<file path="src/rtl/sprc_map.vh">
/*
  Constants of the sleep, clock gating and reset control block: register
  indices and byte addresses, field positions, reset values, sleep mode
  codes, peripheral slot numbers and timing counts.
  Assumes inclusion by bare name from the design files.
*/
`ifndef SPRC_MAP_VH
`define SPRC_MAP_VH

// Register indices; byte address is four times the index
`define SPRC_IDX_SLEEP_CTL 8'h50
`define SPRC_IDX_GATE_A 8'h51
`define SPRC_IDX_STATUS 8'h52
`define SPRC_IDX_GATE_B 8'h65
`define SPRC_ADDR_SLEEP_CTL {2'b00, `SPRC_IDX_SLEEP_CTL, 2'b00}
`define SPRC_ADDR_GATE_A {2'b00, `SPRC_IDX_GATE_A, 2'b00}
`define SPRC_ADDR_STATUS {2'b00, `SPRC_IDX_STATUS, 2'b00}
`define SPRC_ADDR_GATE_B {2'b00, `SPRC_IDX_GATE_B, 2'b00}

// Sleep control fields, register reset values and the reserved bit of gate A
`define SPRC_SE_BIT 0
`define SPRC_SM_LSB 1
`define SPRC_SM_MSB 3
`define SPRC_SLEEP_CTL_RST 4'h0
`define SPRC_GATE_A_RST 8'h00
`define SPRC_GATE_B_RST 6'h00
`define SPRC_GATE_A_RES_BIT 4

// Sleep mode codes
`define SPRC_SM_IDLE 3'h0
`define SPRC_SM_NOISE 3'h1
`define SPRC_SM_DOWN 3'h2
`define SPRC_SM_SAVE 3'h3
`define SPRC_SM_RES4 3'h4
`define SPRC_SM_RES5 3'h5
`define SPRC_SM_STBY 3'h6
`define SPRC_SM_XSTBY 3'h7

// Peripheral slots of the clock enable vector
`define SPRC_NPERIPH 13
`define SPRC_PI_CONV 0
`define SPRC_PI_SP0 1
`define SPRC_PI_SPI 2
`define SPRC_PI_TIM1 3
`define SPRC_PI_TIM0 4
`define SPRC_PI_TIM2 5
`define SPRC_PI_TWI 6

// Timing
`define SPRC_CLK_KHZ 10000
`define SPRC_TOUT0_US 1
`define SPRC_TOUT1_US 100
`define SPRC_TOUT2_US 1000
`define SPRC_TOUT3_US 10000
`define SPRC_US_TO_CK(us) (((us) * `SPRC_CLK_KHZ + 999) / 1000)
`define SPRC_TOUT_EXTRA_CK 20'h0_0040
`define SPRC_WAKE_STBY_CK 4'h6
`define SPRC_WAKE_OTHER_CK 4'h1

`endif

</file>
<file path="src/rtl/sprc_stretch.v">
/*
  Reset stretch counter: holds the internal reset while any source is
  active and for a fuse-selected number of cycles after the last goes away.
  Assumes hold is the asynchronous merge of all reset sources.
*/
`timescale 1ns/10ps
`default_nettype none
`include "sprc_map.vh"

module sprc_stretch #(
  parameter CNT_W = 20,
  parameter [19:0] T0_CK = `SPRC_US_TO_CK(`SPRC_TOUT0_US),
  parameter [19:0] T1_CK = `SPRC_US_TO_CK(`SPRC_TOUT1_US),
  parameter [19:0] T2_CK = `SPRC_US_TO_CK(`SPRC_TOUT2_US),
  parameter [19:0] T3_CK = `SPRC_US_TO_CK(`SPRC_TOUT3_US)
) (
  input wire clk,
  input wire hold,
  input wire [1:0] startup_time_fuses,
  input wire extra_sel,
  output reg busy_r
);

  reg [CNT_W-1:0] cnt_r;
  reg [CNT_W-1:0] target;

  // Period picked by the start-up fuses, lengthened by the clock select
  always @*
  begin
    case (startup_time_fuses)
      2'b00: target = T0_CK[CNT_W-1:0];
      2'b01: target = T1_CK[CNT_W-1:0];
      2'b10: target = T2_CK[CNT_W-1:0];
      default: target = T3_CK[CNT_W-1:0];
    endcase
    if (extra_sel)
    begin
      target = target + `SPRC_TOUT_EXTRA_CK;
    end
  end

  // Asynchronous hold; counting starts once the last source falls
  always @(posedge clk or posedge hold)
  begin
    if (hold)
    begin
      cnt_r <= {CNT_W{1'b0}};
      busy_r <= 1'b1;
    end
    else if (busy_r)
    begin
      if (cnt_r >= target - 1'b1)
      begin
        busy_r <= 1'b0;
      end
      else
      begin
        cnt_r <= cnt_r + 1'b1;
      end
    end
  end

endmodule

`default_nettype wire

</file>
<file path="src/rtl/sprc_top.v">
/*
  Sleep mode, peripheral clock gating and reset merge control with an APB
  register slave.
  Assumes a core that pulses sleep_instr for one cycle per sleep
  instruction and analog detectors that deliver clean digital levels.
*/
// The APB interface to the registers was decided locally.
`timescale 1ns/10ps
`default_nettype none
`include "sprc_map.vh"

module sprc_top #(
  parameter [19:0] T0_CK = `SPRC_US_TO_CK(`SPRC_TOUT0_US),
  parameter [19:0] T1_CK = `SPRC_US_TO_CK(`SPRC_TOUT1_US),
  parameter [19:0] T2_CK = `SPRC_US_TO_CK(`SPRC_TOUT2_US),
  parameter [19:0] T3_CK = `SPRC_US_TO_CK(`SPRC_TOUT3_US)
) (
  input wire clk,
  input wire rst_b,
  input wire psel,
  input wire penable,
  input wire pwrite,
  input wire [11:0] paddr,
  input wire [31:0] pwdata,
  output reg [31:0] prdata,
  output reg pready,
  output reg pslverr,
  input wire sleep_instr,
  input wire wake_event,
  input wire timer_two_async_select,
  input wire [1:0] startup_time_fuses,
  input wire [3:0] clock_select_fuses,
  input wire por_active,
  input wire ext_reset_pin_b,
  input wire wdt_reset_pulse,
  input wire supply_drop_detector_en,
  input wire supply_drop_low,
  input wire scan_reset_reg,
  output reg sleep_active,
  output reg [2:0] sleep_mode,
  output reg sleep_refused,
  output reg [`SPRC_NPERIPH-1:0] periph_clk_en,
  output reg comparator_mux_ok,
  output reg sys_reset,
  output reg start_at_vector
);

  localparam [2:0] ST_RUN = 3'b001;
  localparam [2:0] ST_SLEEP = 3'b010;
  localparam [2:0] ST_WAKE = 3'b100;

  wire src_any;
  wire hold;
  wire stretch_busy;
  wire reg_rst_b;
  reg stretch_q_r;
  reg [3:0] sleep_ctl_r;
  reg [7:0] gate_a_r;
  reg [5:0] gate_b_r;
  reg [2:0] state_r;
  reg [2:0] state_nxt;
  reg [3:0] wake_cnt_r;
  reg [3:0] wake_cnt_nxt;
  reg [2:0] mode_r;
  reg [2:0] mode_nxt;
  wire [2:0] sm_field;
  wire se_bit;
  wire sm_reserved;
  wire [`SPRC_NPERIPH-1:0] gate_all;
  wire [`SPRC_NPERIPH-1:0] en_nxt;
  wire apb_access;
  wire apb_done;
  wire addr_ok;
  reg [31:0] rd_mux;
  wire rd_cap;
  wire wake_long;
  wire [7:0] status_byte;
  wire hit_sleep_ctl;
  wire hit_gate_a;
  wire hit_gate_b;

  // Reset merge of all five sources, asynchronous to the clock
  assign src_any = por_active
    | ~ext_reset_pin_b
    | wdt_reset_pulse
    | (supply_drop_detector_en & supply_drop_low)
    | scan_reset_reg;
  assign hold = src_any | ~rst_b;

  sprc_stretch #(
    .CNT_W(20),
    .T0_CK(T0_CK),
    .T1_CK(T1_CK),
    .T2_CK(T2_CK),
    .T3_CK(T3_CK)
  ) u_stretch (
    .clk(clk),
    .hold(hold),
    .startup_time_fuses(startup_time_fuses),
    .extra_sel(clock_select_fuses[0]),
    .busy_r(stretch_busy)
  );

  // Registers stay at their initial values for the whole stretched reset
  assign reg_rst_b = ~stretch_busy;

  // Internal reset output and the restart pulse at its release
  always @(posedge clk or posedge hold)
  begin
    if (hold)
    begin
      sys_reset <= 1'b1;
      stretch_q_r <= 1'b1;
      start_at_vector <= 1'b0;
    end
    else
    begin
      sys_reset <= stretch_busy;
      stretch_q_r <= stretch_busy;
      start_at_vector <= stretch_q_r & ~stretch_busy;
    end
  end

  // Sleep control decode
  assign sm_field = sleep_ctl_r[`SPRC_SM_MSB:`SPRC_SM_LSB];
  assign se_bit = sleep_ctl_r[`SPRC_SE_BIT];
  assign sm_reserved = (sm_field == `SPRC_SM_RES4)
    | (sm_field == `SPRC_SM_RES5);
  // Both standby modes keep the oscillator running and wake more slowly
  assign wake_long = (mode_r == `SPRC_SM_STBY)
    | (mode_r == `SPRC_SM_XSTBY);

  // Sleep state machine
  always @*
  begin
    state_nxt = state_r;
    wake_cnt_nxt = wake_cnt_r;
    mode_nxt = mode_r;
    case (state_r)
      ST_RUN:
      begin
        if (sleep_instr & se_bit & ~sm_reserved)
        begin
          state_nxt = ST_SLEEP;
          mode_nxt = sm_field;
        end
      end
      ST_SLEEP:
      begin
        if (wake_event)
        begin
          state_nxt = ST_WAKE;
          if (wake_long)
          begin
            wake_cnt_nxt = `SPRC_WAKE_STBY_CK - 4'h1;
          end
          else
          begin
            wake_cnt_nxt = `SPRC_WAKE_OTHER_CK - 4'h1;
          end
        end
      end
      ST_WAKE:
      begin
        if (wake_cnt_r == 4'h0)
        begin
          state_nxt = ST_RUN;
        end
        else
        begin
          wake_cnt_nxt = wake_cnt_r - 4'h1;
        end
      end
      default:
      begin
        state_nxt = ST_RUN;
      end
    endcase
  end

  always @(posedge clk or negedge reg_rst_b)
  begin
    if (!reg_rst_b)
    begin
      state_r <= ST_RUN;
      wake_cnt_r <= 4'h0;
      mode_r <= `SPRC_SM_IDLE;
      sleep_active <= 1'b0;
      sleep_mode <= `SPRC_SM_IDLE;
      sleep_refused <= 1'b0;
    end
    else
    begin
      state_r <= state_nxt;
      wake_cnt_r <= wake_cnt_nxt;
      mode_r <= mode_nxt;
      sleep_active <= (state_nxt != ST_RUN);
      sleep_mode <= mode_nxt;
      sleep_refused <= (state_r == ST_RUN) & sleep_instr
        & (~se_bit | sm_reserved);
    end
  end

  // Clock enables; bit 4 of gate A has no peripheral
  assign gate_all = {gate_b_r, gate_a_r[7:5], gate_a_r[3:0]};

  genvar gi;
  generate
    for (gi = 0; gi < `SPRC_NPERIPH; gi = gi + 1)
    begin : g_periph
      wire stop;
      wire run_ok;
      if (gi == `SPRC_PI_TIM2)
      begin : g_tim2
        // An asynchronously clocked timer two ignores its gate bit here; sleep still stops it
        assign stop = gate_all[gi] & ~timer_two_async_select;
      end
      else
      begin : g_other
        assign stop = gate_all[gi];
      end
      if (gi == `SPRC_PI_CONV)
      begin : g_conv
        assign run_ok = (state_r == ST_RUN) | (mode_r == `SPRC_SM_IDLE)
          | (mode_r == `SPRC_SM_NOISE);
      end
      else
      begin : g_plain
        assign run_ok = (state_r == ST_RUN) | (mode_r == `SPRC_SM_IDLE);
      end
      // Enable only gates the clock, so module state is kept as it was
      assign en_nxt[gi] = ~stop & run_ok;
    end
  endgenerate

  always @(posedge clk or negedge reg_rst_b)
  begin
    if (!reg_rst_b)
    begin
      periph_clk_en <= {`SPRC_NPERIPH{1'b1}};
      comparator_mux_ok <= 1'b1;
    end
    else
    begin
      periph_clk_en <= en_nxt;
      comparator_mux_ok <= ~gate_a_r[`SPRC_PI_CONV];
    end
  end

  // APB slave: one wait state, pready from a flop
  assign apb_access = psel & penable;
  assign apb_done = apb_access & pready;
  assign addr_ok = (paddr == `SPRC_ADDR_SLEEP_CTL)
    | (paddr == `SPRC_ADDR_GATE_A)
    | (paddr == `SPRC_ADDR_STATUS)
    | (paddr == `SPRC_ADDR_GATE_B);
  assign rd_cap = apb_access & ~pready;
  assign hit_sleep_ctl = (paddr == `SPRC_ADDR_SLEEP_CTL);
  assign hit_gate_a = (paddr == `SPRC_ADDR_GATE_A);
  assign hit_gate_b = (paddr == `SPRC_ADDR_GATE_B);
  // Status: async select, reserved field, one-hot state, latched mode
  assign status_byte = {timer_two_async_select, sm_reserved, state_r,
    mode_r};

  always @*
  begin
    rd_mux = 32'h0000_0000;
    case (paddr)
      `SPRC_ADDR_SLEEP_CTL:
      begin
        rd_mux = {28'h000_0000, sleep_ctl_r};
      end
      `SPRC_ADDR_GATE_A:
      begin
        rd_mux = {24'h00_0000, gate_a_r[7:5], 1'b0,
          gate_a_r[3:0]};
      end
      `SPRC_ADDR_STATUS:
      begin
        rd_mux = {24'h00_0000, status_byte};
      end
      `SPRC_ADDR_GATE_B:
      begin
        rd_mux = {24'h00_0000, 2'b00, gate_b_r};
      end
      default:
      begin
        rd_mux = 32'h0000_0000;
      end
    endcase
  end

  always @(posedge clk or negedge reg_rst_b)
  begin
    if (!reg_rst_b)
    begin
      pready <= 1'b0;
      prdata <= 32'h0000_0000;
      pslverr <= 1'b0;
    end
    else
    begin
      pready <= rd_cap;
      if (rd_cap)
      begin
        prdata <= pwrite ? 32'h0000_0000 : rd_mux;
        pslverr <= ~addr_ok;
      end
      else if (apb_done)
      begin
        prdata <= 32'h0000_0000;
        pslverr <= 1'b0;
      end
    end
  end

  // Register writes take effect at the completing edge only
  always @(posedge clk or negedge reg_rst_b)
  begin
    if (!reg_rst_b)
    begin
      sleep_ctl_r <= `SPRC_SLEEP_CTL_RST;
      gate_a_r <= `SPRC_GATE_A_RST;
      gate_b_r <= `SPRC_GATE_B_RST;
    end
    else if (apb_done & pwrite)
    begin
      if (hit_sleep_ctl)
      begin
        sleep_ctl_r <= pwdata[3:0];
      end
      if (hit_gate_a)
      begin
        gate_a_r <= pwdata[7:0] & 8'hEF;
      end
      if (hit_gate_b)
      begin
        gate_b_r <= pwdata[5:0];
      end
    end
  end

endmodule

`default_nettype wire

</file>
<file path="config.mk">
export PLATFORM = sky130hd
export DESIGN_NAME = sprc_top
export DESIGN_NICKNAME = d
export VERILOG_FILES = /design/src/rtl/sprc_stretch.v /design/src/rtl/sprc_top.v
export VERILOG_INCLUDE_DIRS = /design/src /design/src/rtl
export SDC_FILE = /design/constraint.sdc
export NUM_CORES = 1
export LEC_CHECK = 0
export ABC_AREA = 1
export BUFFER_PORTS_ARGS = -buffer_cell sky130_fd_sc_hd__buf_4
export CORE_MARGIN = 4
export CORE_UTILIZATION = 40
export CTS_CLUSTER_DIAMETER = 80
export DETAILED_ROUTE_END_ITERATION = 10
export SKIP_LAST_GASP = 1
export SLEW_MARGIN = 20
export SYNTH_ARGS = -nofsm -noshare
export SYNTH_HDL_FRONTEND = slang
export SYNTH_SLANG_ARGS = --single-unit
</file>
<file path="constraint.sdc">
create_clock -name clk -period 7.85 [get_ports clk]
set_clock_uncertainty 0.15 [all_clocks]
set_input_delay 1.57 -clock clk [delete_from_list [all_inputs] [get_ports clk]]
set_output_delay 1.57 -clock clk [all_outputs]
set_load 0.02 [all_outputs]
</file>
* Word level (Yosys, flattened, before mapping)
Cells that the tools add are included.
Word-level totals: bits of input ports 64, logic and storage cells 127, register bits 100, RAM bits 0, latch bits 0, memory bits (read-only) 0, memories 0, output and inout bits 55
Cells by class: div/mod/pow operators 0, reductions and logical operators 11, multiplexer cells 18, add/sub/neg operators 4, bitwise gates (word level) 59, shift-type cells 0, multiply operators 0, $lt $le $gt $ge 1, equal/unequal tests 17
Operators by type and width (count):
- 2-to-1 mux 32 bit | 3
- one-hot mux 17 bit (3 select lines) | 1
- equality test 12 x 9 -> 1 bit, second input constant | 4
- one-hot mux 8 bit (4 select lines) | 1
- bitwise AND 1 bit | 24
- NOT 1 bit | 22
- adder 20 x 1 -> 20 bit, second input constant | 1
- >= comparator 20 bit | 1
- 2-to-1 mux 20 bit | 1
- subtractor 20 x 1 -> 20 bit, second input constant | 1
- adder 17 x 7 -> 18 bit, second input constant | 1
- equality test 3 bit, second input constant | 5
- bitwise OR 1 bit | 13
- 2-to-1 mux 3 bit | 4
- AND reduction 2 bit | 5
- one-hot mux 3 bit (3 select lines) | 1
- 2-to-1 mux 4 bit | 2
- one-hot mux 4 bit (2 select lines) | 1
- equality test 3 x 1 -> 1 bit, second input constant | 2
- logical NOT 4 bit | 1
- 2-to-1 mux 1 bit | 4
- != test 2 bit, second input constant | 2
- nonzero test 2 bit | 2
- subtractor 4 x 1 -> 4 bit, second input constant | 1
- other kinds (7) | 7

* Longest topological paths before layout
Gate-level depths: netlist of run 1.
depth in word-level cells 8, gate-level depth with buffers 20, gate-level depth less buffers 19

* Hierarchy
Synthesis of run 1 repeated with hierarchy kept, for this count alone.
Unflattened totals: cells, all modules 634, area, all modules 4858.4 µm²
Modules (own cells, without submodules):
- sprc_top | times used 1, cells each 344, seq. area each 1396.3 µm², area an instance 2855.2 µm²
- sprc_stretch | times used 1, cells each 290, seq. area each 526.8 µm², area an instance 2003.2 µm²

* Worst setup path before layout of run 1
OpenSTA, ideal clock, no wires.
path type input port to flip-flop, start point in startup_time_fuses[0], end point reg u_stretch.cnt_r[0], required time 7.583 ns, path buffers 1, stages 17, arrival time 3.540 ns, library setup time 0.117 ns, path slack 4.043 ns, cell sequence inv_1 -> ha_1 -> inv_1 -> nor2_1 -> o22ai_1 -> nand3_1 -> xor2_1 -> ha_1 -> nand2_1 -> inv_1 -> nand2_1 -> nand2_1 -> a21oi_1 -> nand3_4 -> buf_6 -> nand2_1 -> nand2_1
On the way: word-level cells in the longest chain between the ends 8, elaborated cells between the ends (all ways) 10, those cells by class add/sub: 2; order compare: 1; eq/ne: 2; mux: 2; bitwise: 1; reduce/logical: 2
RTL lines:
- start, declared | RTL line sprc_top.v:31 | input wire [1:0] startup_time_fuses,
- equality test 2 bit (tied with other cells) | RTL line sprc_stretch.v:30 | case (startup_time_fuses)
- one-hot mux 17 bit (3 select lines) * | RTL line sprc_stretch.v:30
- adder 17 x 7 -> 18 bit (no source line)
- 2-to-1 mux 20 bit * | RTL line sprc_stretch.v:36 | if (extra_sel)
- subtractor 20 x 1 -> 20 bit * | RTL line sprc_stretch.v:52 | if (cnt_r >= target - 1'b1)
- >= comparator 20 bit * | RTL line sprc_stretch.v:52
- NOT 1 bit (no source line) *
- AND reduction 2 bit (no source line) *
- end signal, assigned | RTL line sprc_stretch.v:47 | cnt_r <= {CNT_W{1'b0}};
- end signal, assigned | RTL line sprc_stretch.v:58 | cnt_r <= cnt_r + 1'b1;
- end, declared | RTL line sprc_stretch.v:24 | reg [CNT_W-1:0] cnt_r;
Mark *: on every way between the ends. The rest lies on a longest branch, timed or not. A chain may end at the register's enable or synchronous reset.

* Final worst setup path of run 1
start point in startup_time_fuses[1], end point reg u_stretch.cnt_r[16]
Same word-level chain as after synthesis.

==> results_dict.tcl, run 1 <==
set metrics [dict create \
    post_cts_resized 0 \
    synth_top_area_cell "dfrtp_1" \
    max_freq_ghz 0.2543 \
    p_leak_uw 0.002925 \
    yosysWarnings 0 \
    r2r_cells 10 \
    postSynthAreaPerCell_um2 7.585 \
    setup_slack_ps 3917 \
    place.gp.congestion 0.8750 \
    num-nets-final 787 \
    clock-sinks 76 \
    grt_max_degree 54 \
    diodes 0 \
    synth_common_cells "184 x nand2_1, 76 x inv_1, 64 x nor2_1" \
    final_max_slew_viol_count 0 \
    design_area_um2 5580 \
    p_total_uw 861.7 \
    rows 39 \
    cts_root_buf "clkbuf_16" \
    cts_setup_buffers 0 \
    startpoint "startup_time_fuses[1]" \
    timing_worst_setup_path_type "in2reg" \
    core_area_um2 11520 \
    h-tree-depth 3 \
    peakVddDrop_mv 0.1107 \
    holdCritStartpoint "u_stretch.busy_r" \
    wl_um 11010 \
    finalSetupTns_ps 0 \
    cellPowerDensity_nw_per_um2 154.4 \
    cts_hold_buf 0 \
    drtIter0Drc 235 \
    final_util 0.4846 \
    die_x_um 117.0 \
    synth_area_um2 4756 \
    critPathRequiredTime_ps 7970 \
    cap_violations 0 \
    synth_seq_area_share 0.4044 \
    relSlewSlack 0.5633 \
    final_antenna_net_count 0 \
    end_kind "flip-flop" \
    period_share 0.5010 \
    netlist.area_leader.share 0.3104 \
    finalSetupViolations 0 \
    overflow 0 \
    synthArstFlopShare 1.000 \
    die_y_um 117.0 \
    initial_core_util 0.4130 \
    hold_violations 0 \
    io_pins 119 \
    worstHoldPathCells 0 \
    via_per_inst 4.821 \
    synthFlopType "dfrtp_1" \
    ys_types 33 \
    synthCells 627 \
    clk_pin_slew_ps 50 \
    grt_usage 0.1674 \
    antenna_found_initial 0 \
    reg2reg_from "u_stretch.cnt_r[15]" \
    worst_slew_pin_slew_ps 655.1 \
    syn_to_final_growth_pct 17.34 \
    synth_edf_count 0 \
    drc 0 \
    fin_crit_ps 3933 \
    cp.arrival_ps 4050 \
    holdCritPathClass "reg2reg" \
    die_area_um2 13700 \
    placed_area_um2 5284 \
    ys_ff_latch 76 \
    cts_tree "done" \
    dp_hpwl_um 8446 \
    wl_per_cell_um 13.04 \
    cp_max_fo 19 \
    portBuffers 67 \
    clock_latency_ps 340 \
    cts_buffers 9 \
    vias 4069 \
    first_pass_iters 5 \
    yosys-top-cells-area "dfrtp_1 31%, nand2_1 15%, dfstp_2 9.4%" \
    drive_above_1_share 0.2040 \
    startpoint_type "primary input" \
    place_ws_ps 3570 \
    clockBufferDepth 2 \
    status "finished clean" \
    rsz0062_at_grt "no" \
    grt_pass1_vias 3745 \
    grt_pass1_wl_um 17860 \
    synth.most_common_cell "nand2_1" \
]
final cells by class:
cell class	instances	area, um^2
Multi-Input combinational cell	459	2360
Inverter	81	304.0
Tap cell	143	178.9
Clock inverter	4	30.03
Clock buffer	12	266.5
Sequential cell	76	1923
Fill cell	1126	5936
Timing Repair Buffer	69	518.0
cells by family (layout without fill, tap and decap cells):
kind of cell / Yosys count / count (layout) / share of synthesized area
AND/OR/NAND/NOR: 345 / 345 / 0.3186
buffers and inverters: 115 / 166 / 0.1189
flip-flops: 76 / 76 / 0.4044
AO/OA/AOI/OAI: 47 / 47 / 0.05683
adder cells (fa/ha/maj): 27 / 27 / 0.07103
XOR/XNOR: 13 / 13 / 0.02394
other: 2 / 25 / 0.001579
multiplexers: 2 / 2 / 0.004735
power by group:
group | switching [uW] | total [uW] | internal [uW]
Clock | 165 | 406 | 241
Combinational | 39.0 | 61.8 | 22.7
Sequential | 0.779 | 394 | 393
Total | 205 | 862 | 657
stage by stage:
step,cells,hold WS [ps]
finish,844,251.5
global placement,828,238.6
floorplan,650,224.2
CTS,844,249.4
detailed placement,828,238.7
global route,844,254.4
registers in the layout, indices dropped and copies added, names as in the netlist:
register	cells
pslverr	1
u_stretch.busy_r	1
mode_r	3
gate_a_r	7
prdata	8
stretch_q_r	1
periph_clk_en	13
gate_b_r	6
comparator_mux_ok	1
sleep_ctl_r	4
sleep_active	1
pready	1
sleep_refused	1
u_stretch.cnt_r	20
start_at_vector	1
state_r	3
wake_cnt_r	4
path summary, 6_finish.rpt:
path | end | slack [ps]
max in group asynchronous | u_stretch.busy_r | 5760
hold / removal | stretch_q_r | 250
min in group asynchronous | gate_a_r[3] | 320
hold reg to reg | stretch_q_r | 250
setup reg to reg | u_stretch.cnt_r[16] | 5760
setup / recovery | u_stretch.cnt_r[16] | 3920
metal layers:
layer	GRT usage	wire, um	vias up
met5	0	0	-
met4	0.07034	206	0
met3	0.03342	497	18
met2	0.2522	5083	101
met1	0.2354	5220	1898
li1	-	-	2052
critical path, stage by stage:
cell and delay, ps:
buf_4 130, inv_1 130, ha_1 330, nor2_1 80, o22ai_1 200, nand3_1 140, inv_1 70, nand2_1 50
ha_1 260, nand2_1 80, inv_1 50, nand2_1 70, nand2_1 60, nand2_1 80, nand3_1 130, nor2_4 380
nand3_1 130, nand2_1 90
cells in the final DEF (no fill, tap or decap), types with 2 or more instances in the layout:
cell type and count:
a21oi_1 9, buf_4 69, clkbuf_16 9, clkbuf_8 3
conb_1 25, dfrtp_1 59, dfstp_2 17, ha_1 27
inv_1 75, inv_2 6, mux2_2 2, nand2_1 184
nand2_2 6, nand3_1 63, nand3_2 3, nand3b_1 2
nand4_1 4, nor2_1 64, nor2_2 9, nor2_4 6
nor3_1 2, o21ai_0 20, o21ai_1 7, o21ai_2 6
xnor2_1 8, xor2_1 5
Note: power is estimated with default switching activity, not from simulation.
==> run 2, diff against run 1 <==
Settings changed: PLACE_DENSITY from default to 0.65.
Clock period 7.85 ns to 3.2 ns, I/O delays scaled along.
==> results_dict.tcl, run 2 (synthesized netlist as in run 1, its figures left out) <==
set metrics [dict create \
    status "finished clean" \
    r2r_end "u_stretch.cnt_r[12]" \
    peakVddDrop_mv 0.2219 \
    startpoint_type "primary input" \
    die_area_um2 13700 \
    final_max_slew_viol_count 0 \
    use_met2 0.2677 \
    die_x_um 117.0 \
    cts_tree "done" \
    worst_slew_pin_slew_ps 1004 \
    grt_pass1_wl_um 18250 \
    vias 4101 \
    h-tree-depth 3 \
    design_area_um2 5654 \
    clk_pin_slew_ps 50 \
    clockBufferDepth 2 \
    worstHoldPathCells 0 \
    holdCritStartpoint "u_stretch.cnt_r[19]" \
    internal-power_uw 1571 \
    wl_um 11270 \
    dp_hpwl_um 8638 \
    cp_max_fo 10 \
    p_switching_uw 480.9 \
    clock-sinks 76 \
    wl_per_cell_um 13.26 \
    reg2reg_from "u_stretch.cnt_r[6]" \
    drive_above_1_share 0.2079 \
    grtUsageMet3 0.03599 \
    switching_share 0.2343 \
    fillers 1149 \
    holdCritPathClass "reg2reg" \
    placed_area_um2 5359 \
    pwr-share-clk 0.452 \
    period_share 0.9296 \
    finalSetupViolations 0 \
    overflow 0 \
    critPathRequiredTime_ps 3270 \
    fin_hold_ws_ps 250.6 \
    io_pins 119 \
    initial_core_util 0.4130 \
    mostFrequentLayoutCells "184 x nand2_1, 75 x inv_1, 72 x buf_4, 64 x nor2_1, 63 x nand3_1" \
    cap_violations 0 \
    cts_hold_buf 0 \
    multi_input_area_um2 2394 \
    antenna_found_initial 0 \
    end_kind "flip-flop" \
    reg2reg_slack_ps 1110 \
    grt_pass1_vias 4005 \
    hold_path_end "u_stretch.cnt_r[19]" \
    drc 0 \
    finalSetupTns_ps 0 \
    syn_to_final_growth_pct 18.89 \
    pwr-share-seq 0.471 \
    place_ws_ps -112.2 \
    max_freq_ghz 0.3361 \
    hold_violations 0 \
    diodes 0 \
    timing_worst_setup_path_type "in2reg" \
    fin_crit_ps 2975 \
    largest_register_ffs 20 \
    setup_slack_ps 225.1 \
    portBuffers 67 \
    first_pass_iters 5 \
    num-nets-final 793 \
    final_antenna_net_count 0 \
    cts_root_buf "clkbuf_16" \
    core_area_um2 11520 \
    cts_buffers 9 \
    final_common_cell "nand2_1" \
    drtIter0Drc 209 \
    combPwrFrac 0.077 \
    r2r_cells 9 \
    grt_usage 0.1704 \
    relSlewSlack 0.3304 \
    rsz0062_at_grt "no" \
    via_per_inst 4.825 \
    seq_area_um2 1923 \
    die_y_um 117.0 \
    regMostFlops "u_stretch.cnt_r" \
    grt_most_used_layer "met2" \
    rows 39 \
    final_util 0.4910 \
    cellPowerDensity_nw_per_um2 363.0 \
    largestRegisters "u_stretch.cnt_r x20, periph_clk_en x13, prdata x8" \
    grt_max_degree 54 \
    place.gp.congestion 0.8837 \
    met1_usage 0.2276 \
    cp.arrival_ps 3040 \
    p_leak_uw 0.002938 \
    clock_latency_ps 340 \
]
==> run 2: cell count changes in the layout (fill, tap and decap cells not counted), sizes merged <==
cell      delta
clkbuf       +1
inv          -2
nand3        +1
clkinv       -1
buf          +5
clkinvlp     +2
==> run 2: cell type report <==
class | instances | share of cell area
Sequential cell | 76 | 0.3401
Multi-Input combinational cell | 460 | 0.4233
Timing Repair Buffer | 74 | 0.1027
Clock buffer | 13 | 0.04426
Inverter | 81 | 0.05399
Clock inverter | 3 | 0.003983
Tap cell | 143 | 0.03164
==> run 2: worst max-delay path: stages <==
cell and delay [ps]:
buf_4 130, inv_1 120, ha_1 260, inv_1 70
nor2_1 40, o22ai_1 200, nand3_1 140, xor2_1 180
ha_1 310, nand2_1 90, inv_1 50, nand2_1 60
nand2_1 80, a21oi_2 300, nand3_4 210, nand2_1 110
nand2_1 60
==> run 2: how the worst max path moves through the flow <==
stage	from	to	slack, ps	cells past startpoint
6_report	startup_time_fuses[1]	u_stretch.cnt_r[12]	230	17
5_1_grt	startup_time_fuses[1]	u_stretch.cnt_r[13]	10	17
4_1_cts	startup_time_fuses[1]	u_stretch.cnt_r[12]	220	17
3_5_place_dp	startup_time_fuses[1]	u_stretch.cnt_r[12]	-110	17
3_3_place_gp	startup_time_fuses[1]	u_stretch.cnt_r[1]	70	17
2_1_floorplan	startup_time_fuses[0]	u_stretch.cnt_r[0]	320	17
==> run 2: per-layer routing <==
metal  vias to the layer above  part of all wire
met5                         -                 0
met4                         0             0.024
met3                        26             0.043
met2                        93              0.47
met1                      1914              0.46
li1                       2068                 -
==> run 2: stage by stage <==
step / power [uW] / std cells
global placement: 1136 / 833
CTS: 2075 / 849
detailed placement: 1141 / 833
global route: 2132 / 850
floorplan: 1097 / 650
finish: 2052 / 850
==> run 2: what timing repair did <==
| action | in CTS | in global routing |
|---|---|---|
| gates resized for setup | 0 | 2 |
| buffers inserted | 0 | 0 |
| endpoints found under the setup margin | 0 | 2 |
==> run 2: power groups by stage <==
stage	Clock (uW)	Sequential (uW)	Combinational [uW]
final	927	967	159
after global placement	0	983	153
after CTS	950	967	159
after floorplan	0	987	111
after global routing	988	967	178
after detailed placement	0	983	158
==> run 3, diff against run 2 <==
--- a/config.mk
+++ b/config.mk
@@ -10,2 +10,3 @@
 export BUFFER_PORTS_ARGS = -buffer_cell sky130_fd_sc_hd__buf_4
+export CORE_ASPECT_RATIO = 1.4
 export CORE_MARGIN = 4
==> constraint.sdc (replaced) <==
create_clock -name clk -period 3.2 [get_ports clk]
set_clock_uncertainty 0.15 [all_clocks]
set_input_delay 0.48 -clock clk [delete_from_list [all_inputs] [get_ports clk]]
set_output_delay 0.48 -clock clk [all_outputs]
set_load 0.02 [all_outputs]
==> results_dict.tcl, run 3 (synthesized netlist as in run 1, its figures left out) <==
set metrics [dict create \
    status "finished clean" \
    vias 4093 \
    via_per_inst 4.832 \
    post_cts_resized 0 \
    initial_core_util 0.4132 \
    r2r_cells 9 \
    die_area_um2 13720 \
    num-nets-final 789 \
    worst_path_max_delay_cell "ha_1" \
    rows 46 \
    crit_path_max_incr_delay_ps 300 \
    cts_buffers 9 \
    cp.arrival_ps 2900 \
    drc 0 \
    finalSetupTns_ps 0 \
    relSlewSlack 0.4044 \
    syn_to_final_growth_pct 18.18 \
    wl_um 11540 \
    critPathRequiredTime_ps 3270 \
    drive_above_1_share 0.2048 \
    first_pass_iters 4 \
    drtIter0Drc 140 \
    final_common_cell "nand2_1" \
    cts_hold_buf 0 \
    cp_common_cell "nand2_1" \
    io_pins 119 \
    final_max_slew_viol_count 0 \
    diodes 0 \
    hold_violations 0 \
    cts_root_buf "clkbuf_16" \
    use_met2 0.3374 \
    largest_register_ffs 20 \
    holdCritStartpoint "wake_event" \
    largestRegisters "u_stretch.cnt_r x20, periph_clk_en x13, prdata x8" \
    startpoint_type "primary input" \
    peakVddDrop_mv 0.3118 \
    cts_tree "done" \
    timing_worst_setup_path_type "in2reg" \
    regMostFlops "u_stretch.cnt_r" \
    core_area_um2 11510 \
    path_cells "buf_4, inv_1, ha_1, inv_1, nor2_1, o22ai_1, nand3_1, xor2_1, ha_1, nand2_1, inv_1, nand2_1, nand2_1, a21oi_1, nand3_4, nand2_1, nand2_1" \
    wl_per_cell_um 13.62 \
    end_kind "flip-flop" \
    overflow 0 \
    holdCritPathClass "in2reg" \
    clk_pin_slew_ps 60 \
    met1_usage 0.1805 \
    period_share 0.8831 \
    die_y_um 137.0 \
    worst_slew_pin_slew_ps 892.4 \
    max_freq_ghz 0.3539 \
    cap_violations 0 \
    mostFrequentLayoutCells "184 x nand2_1, 75 x inv_1, 70 x buf_4, 64 x nor2_1, 63 x nand3_1" \
    grt_pass1_wl_um 19080 \
    grt_most_used_layer "met2" \
    grt_max_degree 54 \
    final_antenna_net_count 0 \
    cp_max_fo 19 \
    grt_pass1_vias 4161 \
    clock-sinks 76 \
    portBuffers 67 \
    grtUsageMet3 0.03366 \
    cts_setup_buffers 0 \
    r2r_end "u_stretch.cnt_r[17]" \
    reg2reg_slack_ps 1120 \
    finalSetupViolations 0 \
    grt_usage 0.1763 \
    dp_hpwl_um 8979 \
    clock_latency_ps 340 \
    h-tree-depth 3 \
    hold_path_end "state_r[1]" \
    place.gp.congestion 0.8679 \
    p_leak_uw 0.002925 \
    final_util 0.4883 \
    worstHoldPathCells 2 \
    fin_crit_ps 2826 \
    antenna_found_initial 0 \
    reg2reg_from "u_stretch.cnt_r[7]" \
    die_x_um 100.2 \
    rsz0062_at_grt "no" \
    clockBufferDepth 2 \
    cellPowerDensity_nw_per_um2 378.0 \
]
[run 3: worst max-delay path by stage]
stage                                startpoint             endpoint  cells after the start
after global routing      startup_time_fuses[0]   u_stretch.cnt_r[4]                     17
after floorplan           startup_time_fuses[0]   u_stretch.cnt_r[0]                     17
after global placement    startup_time_fuses[0]  u_stretch.cnt_r[17]                     17
after CTS                 startup_time_fuses[0]  u_stretch.cnt_r[17]                     17
after detailed placement  startup_time_fuses[0]   u_stretch.cnt_r[4]                     17
final                     startup_time_fuses[0]  u_stretch.cnt_r[17]                     17
[run 3: through the flow]
stage,total power [uW],hold WS (ps),setup slack (ps),cell area (um^2),std cells
finish,2125,233.1,374.0,5620,847
global route,2209,222.0,63.58,5620,847
CTS,2139,223.8,392.9,5619,847
detailed placement,1139,241.7,45.13,5325,831
global placement,1133,247.3,148.0,5325,831
floorplan,1097,224.2,483.3,4848,650
[run 3: final cells by class]
| class | count | area (um^2) |
|---|---|---|
| Clock buffer | 10 | 229.0 |
| Clock inverter | 6 | 65.06 |
| Fill cell | 1155 | 5891 |
| Inverter | 81 | 305.3 |
| Multi-Input combinational cell | 459 | 2372 |
| Sequential cell | 76 | 1923 |
| Tap cell | 144 | 180.2 |
| Timing Repair Buffer | 71 | 545.5 |
[run 3: report_power, final]
part           switching [uW]  internal, uW  leakage [uW]
Clock                     399           602      0.000131
Sequential               2.15           965       0.00100
Combinational            99.3          57.9       0.00179
[run 3: layer usage]
metal | vias up | share of wire
met2 | 90 | 0.57
met5 | - | 0
li1 | 2048 | -
met4 | 0 | 0.033
met3 | 31 | 0.033
met1 | 1924 | 0.37
[run 3: critical path, delay by kind of cell]
| family | cells | cell delay [ps] |
|---|---|---|
| adder cells (fa/ha/maj) | 2 | 560 |
| AND/OR/NAND/NOR | 8 | 840 |
| buffers and inverters | 4 | 350 |
| XOR/XNOR | 1 | 170 |
| AO/OA/AOI/OAI | 2 | 470 |
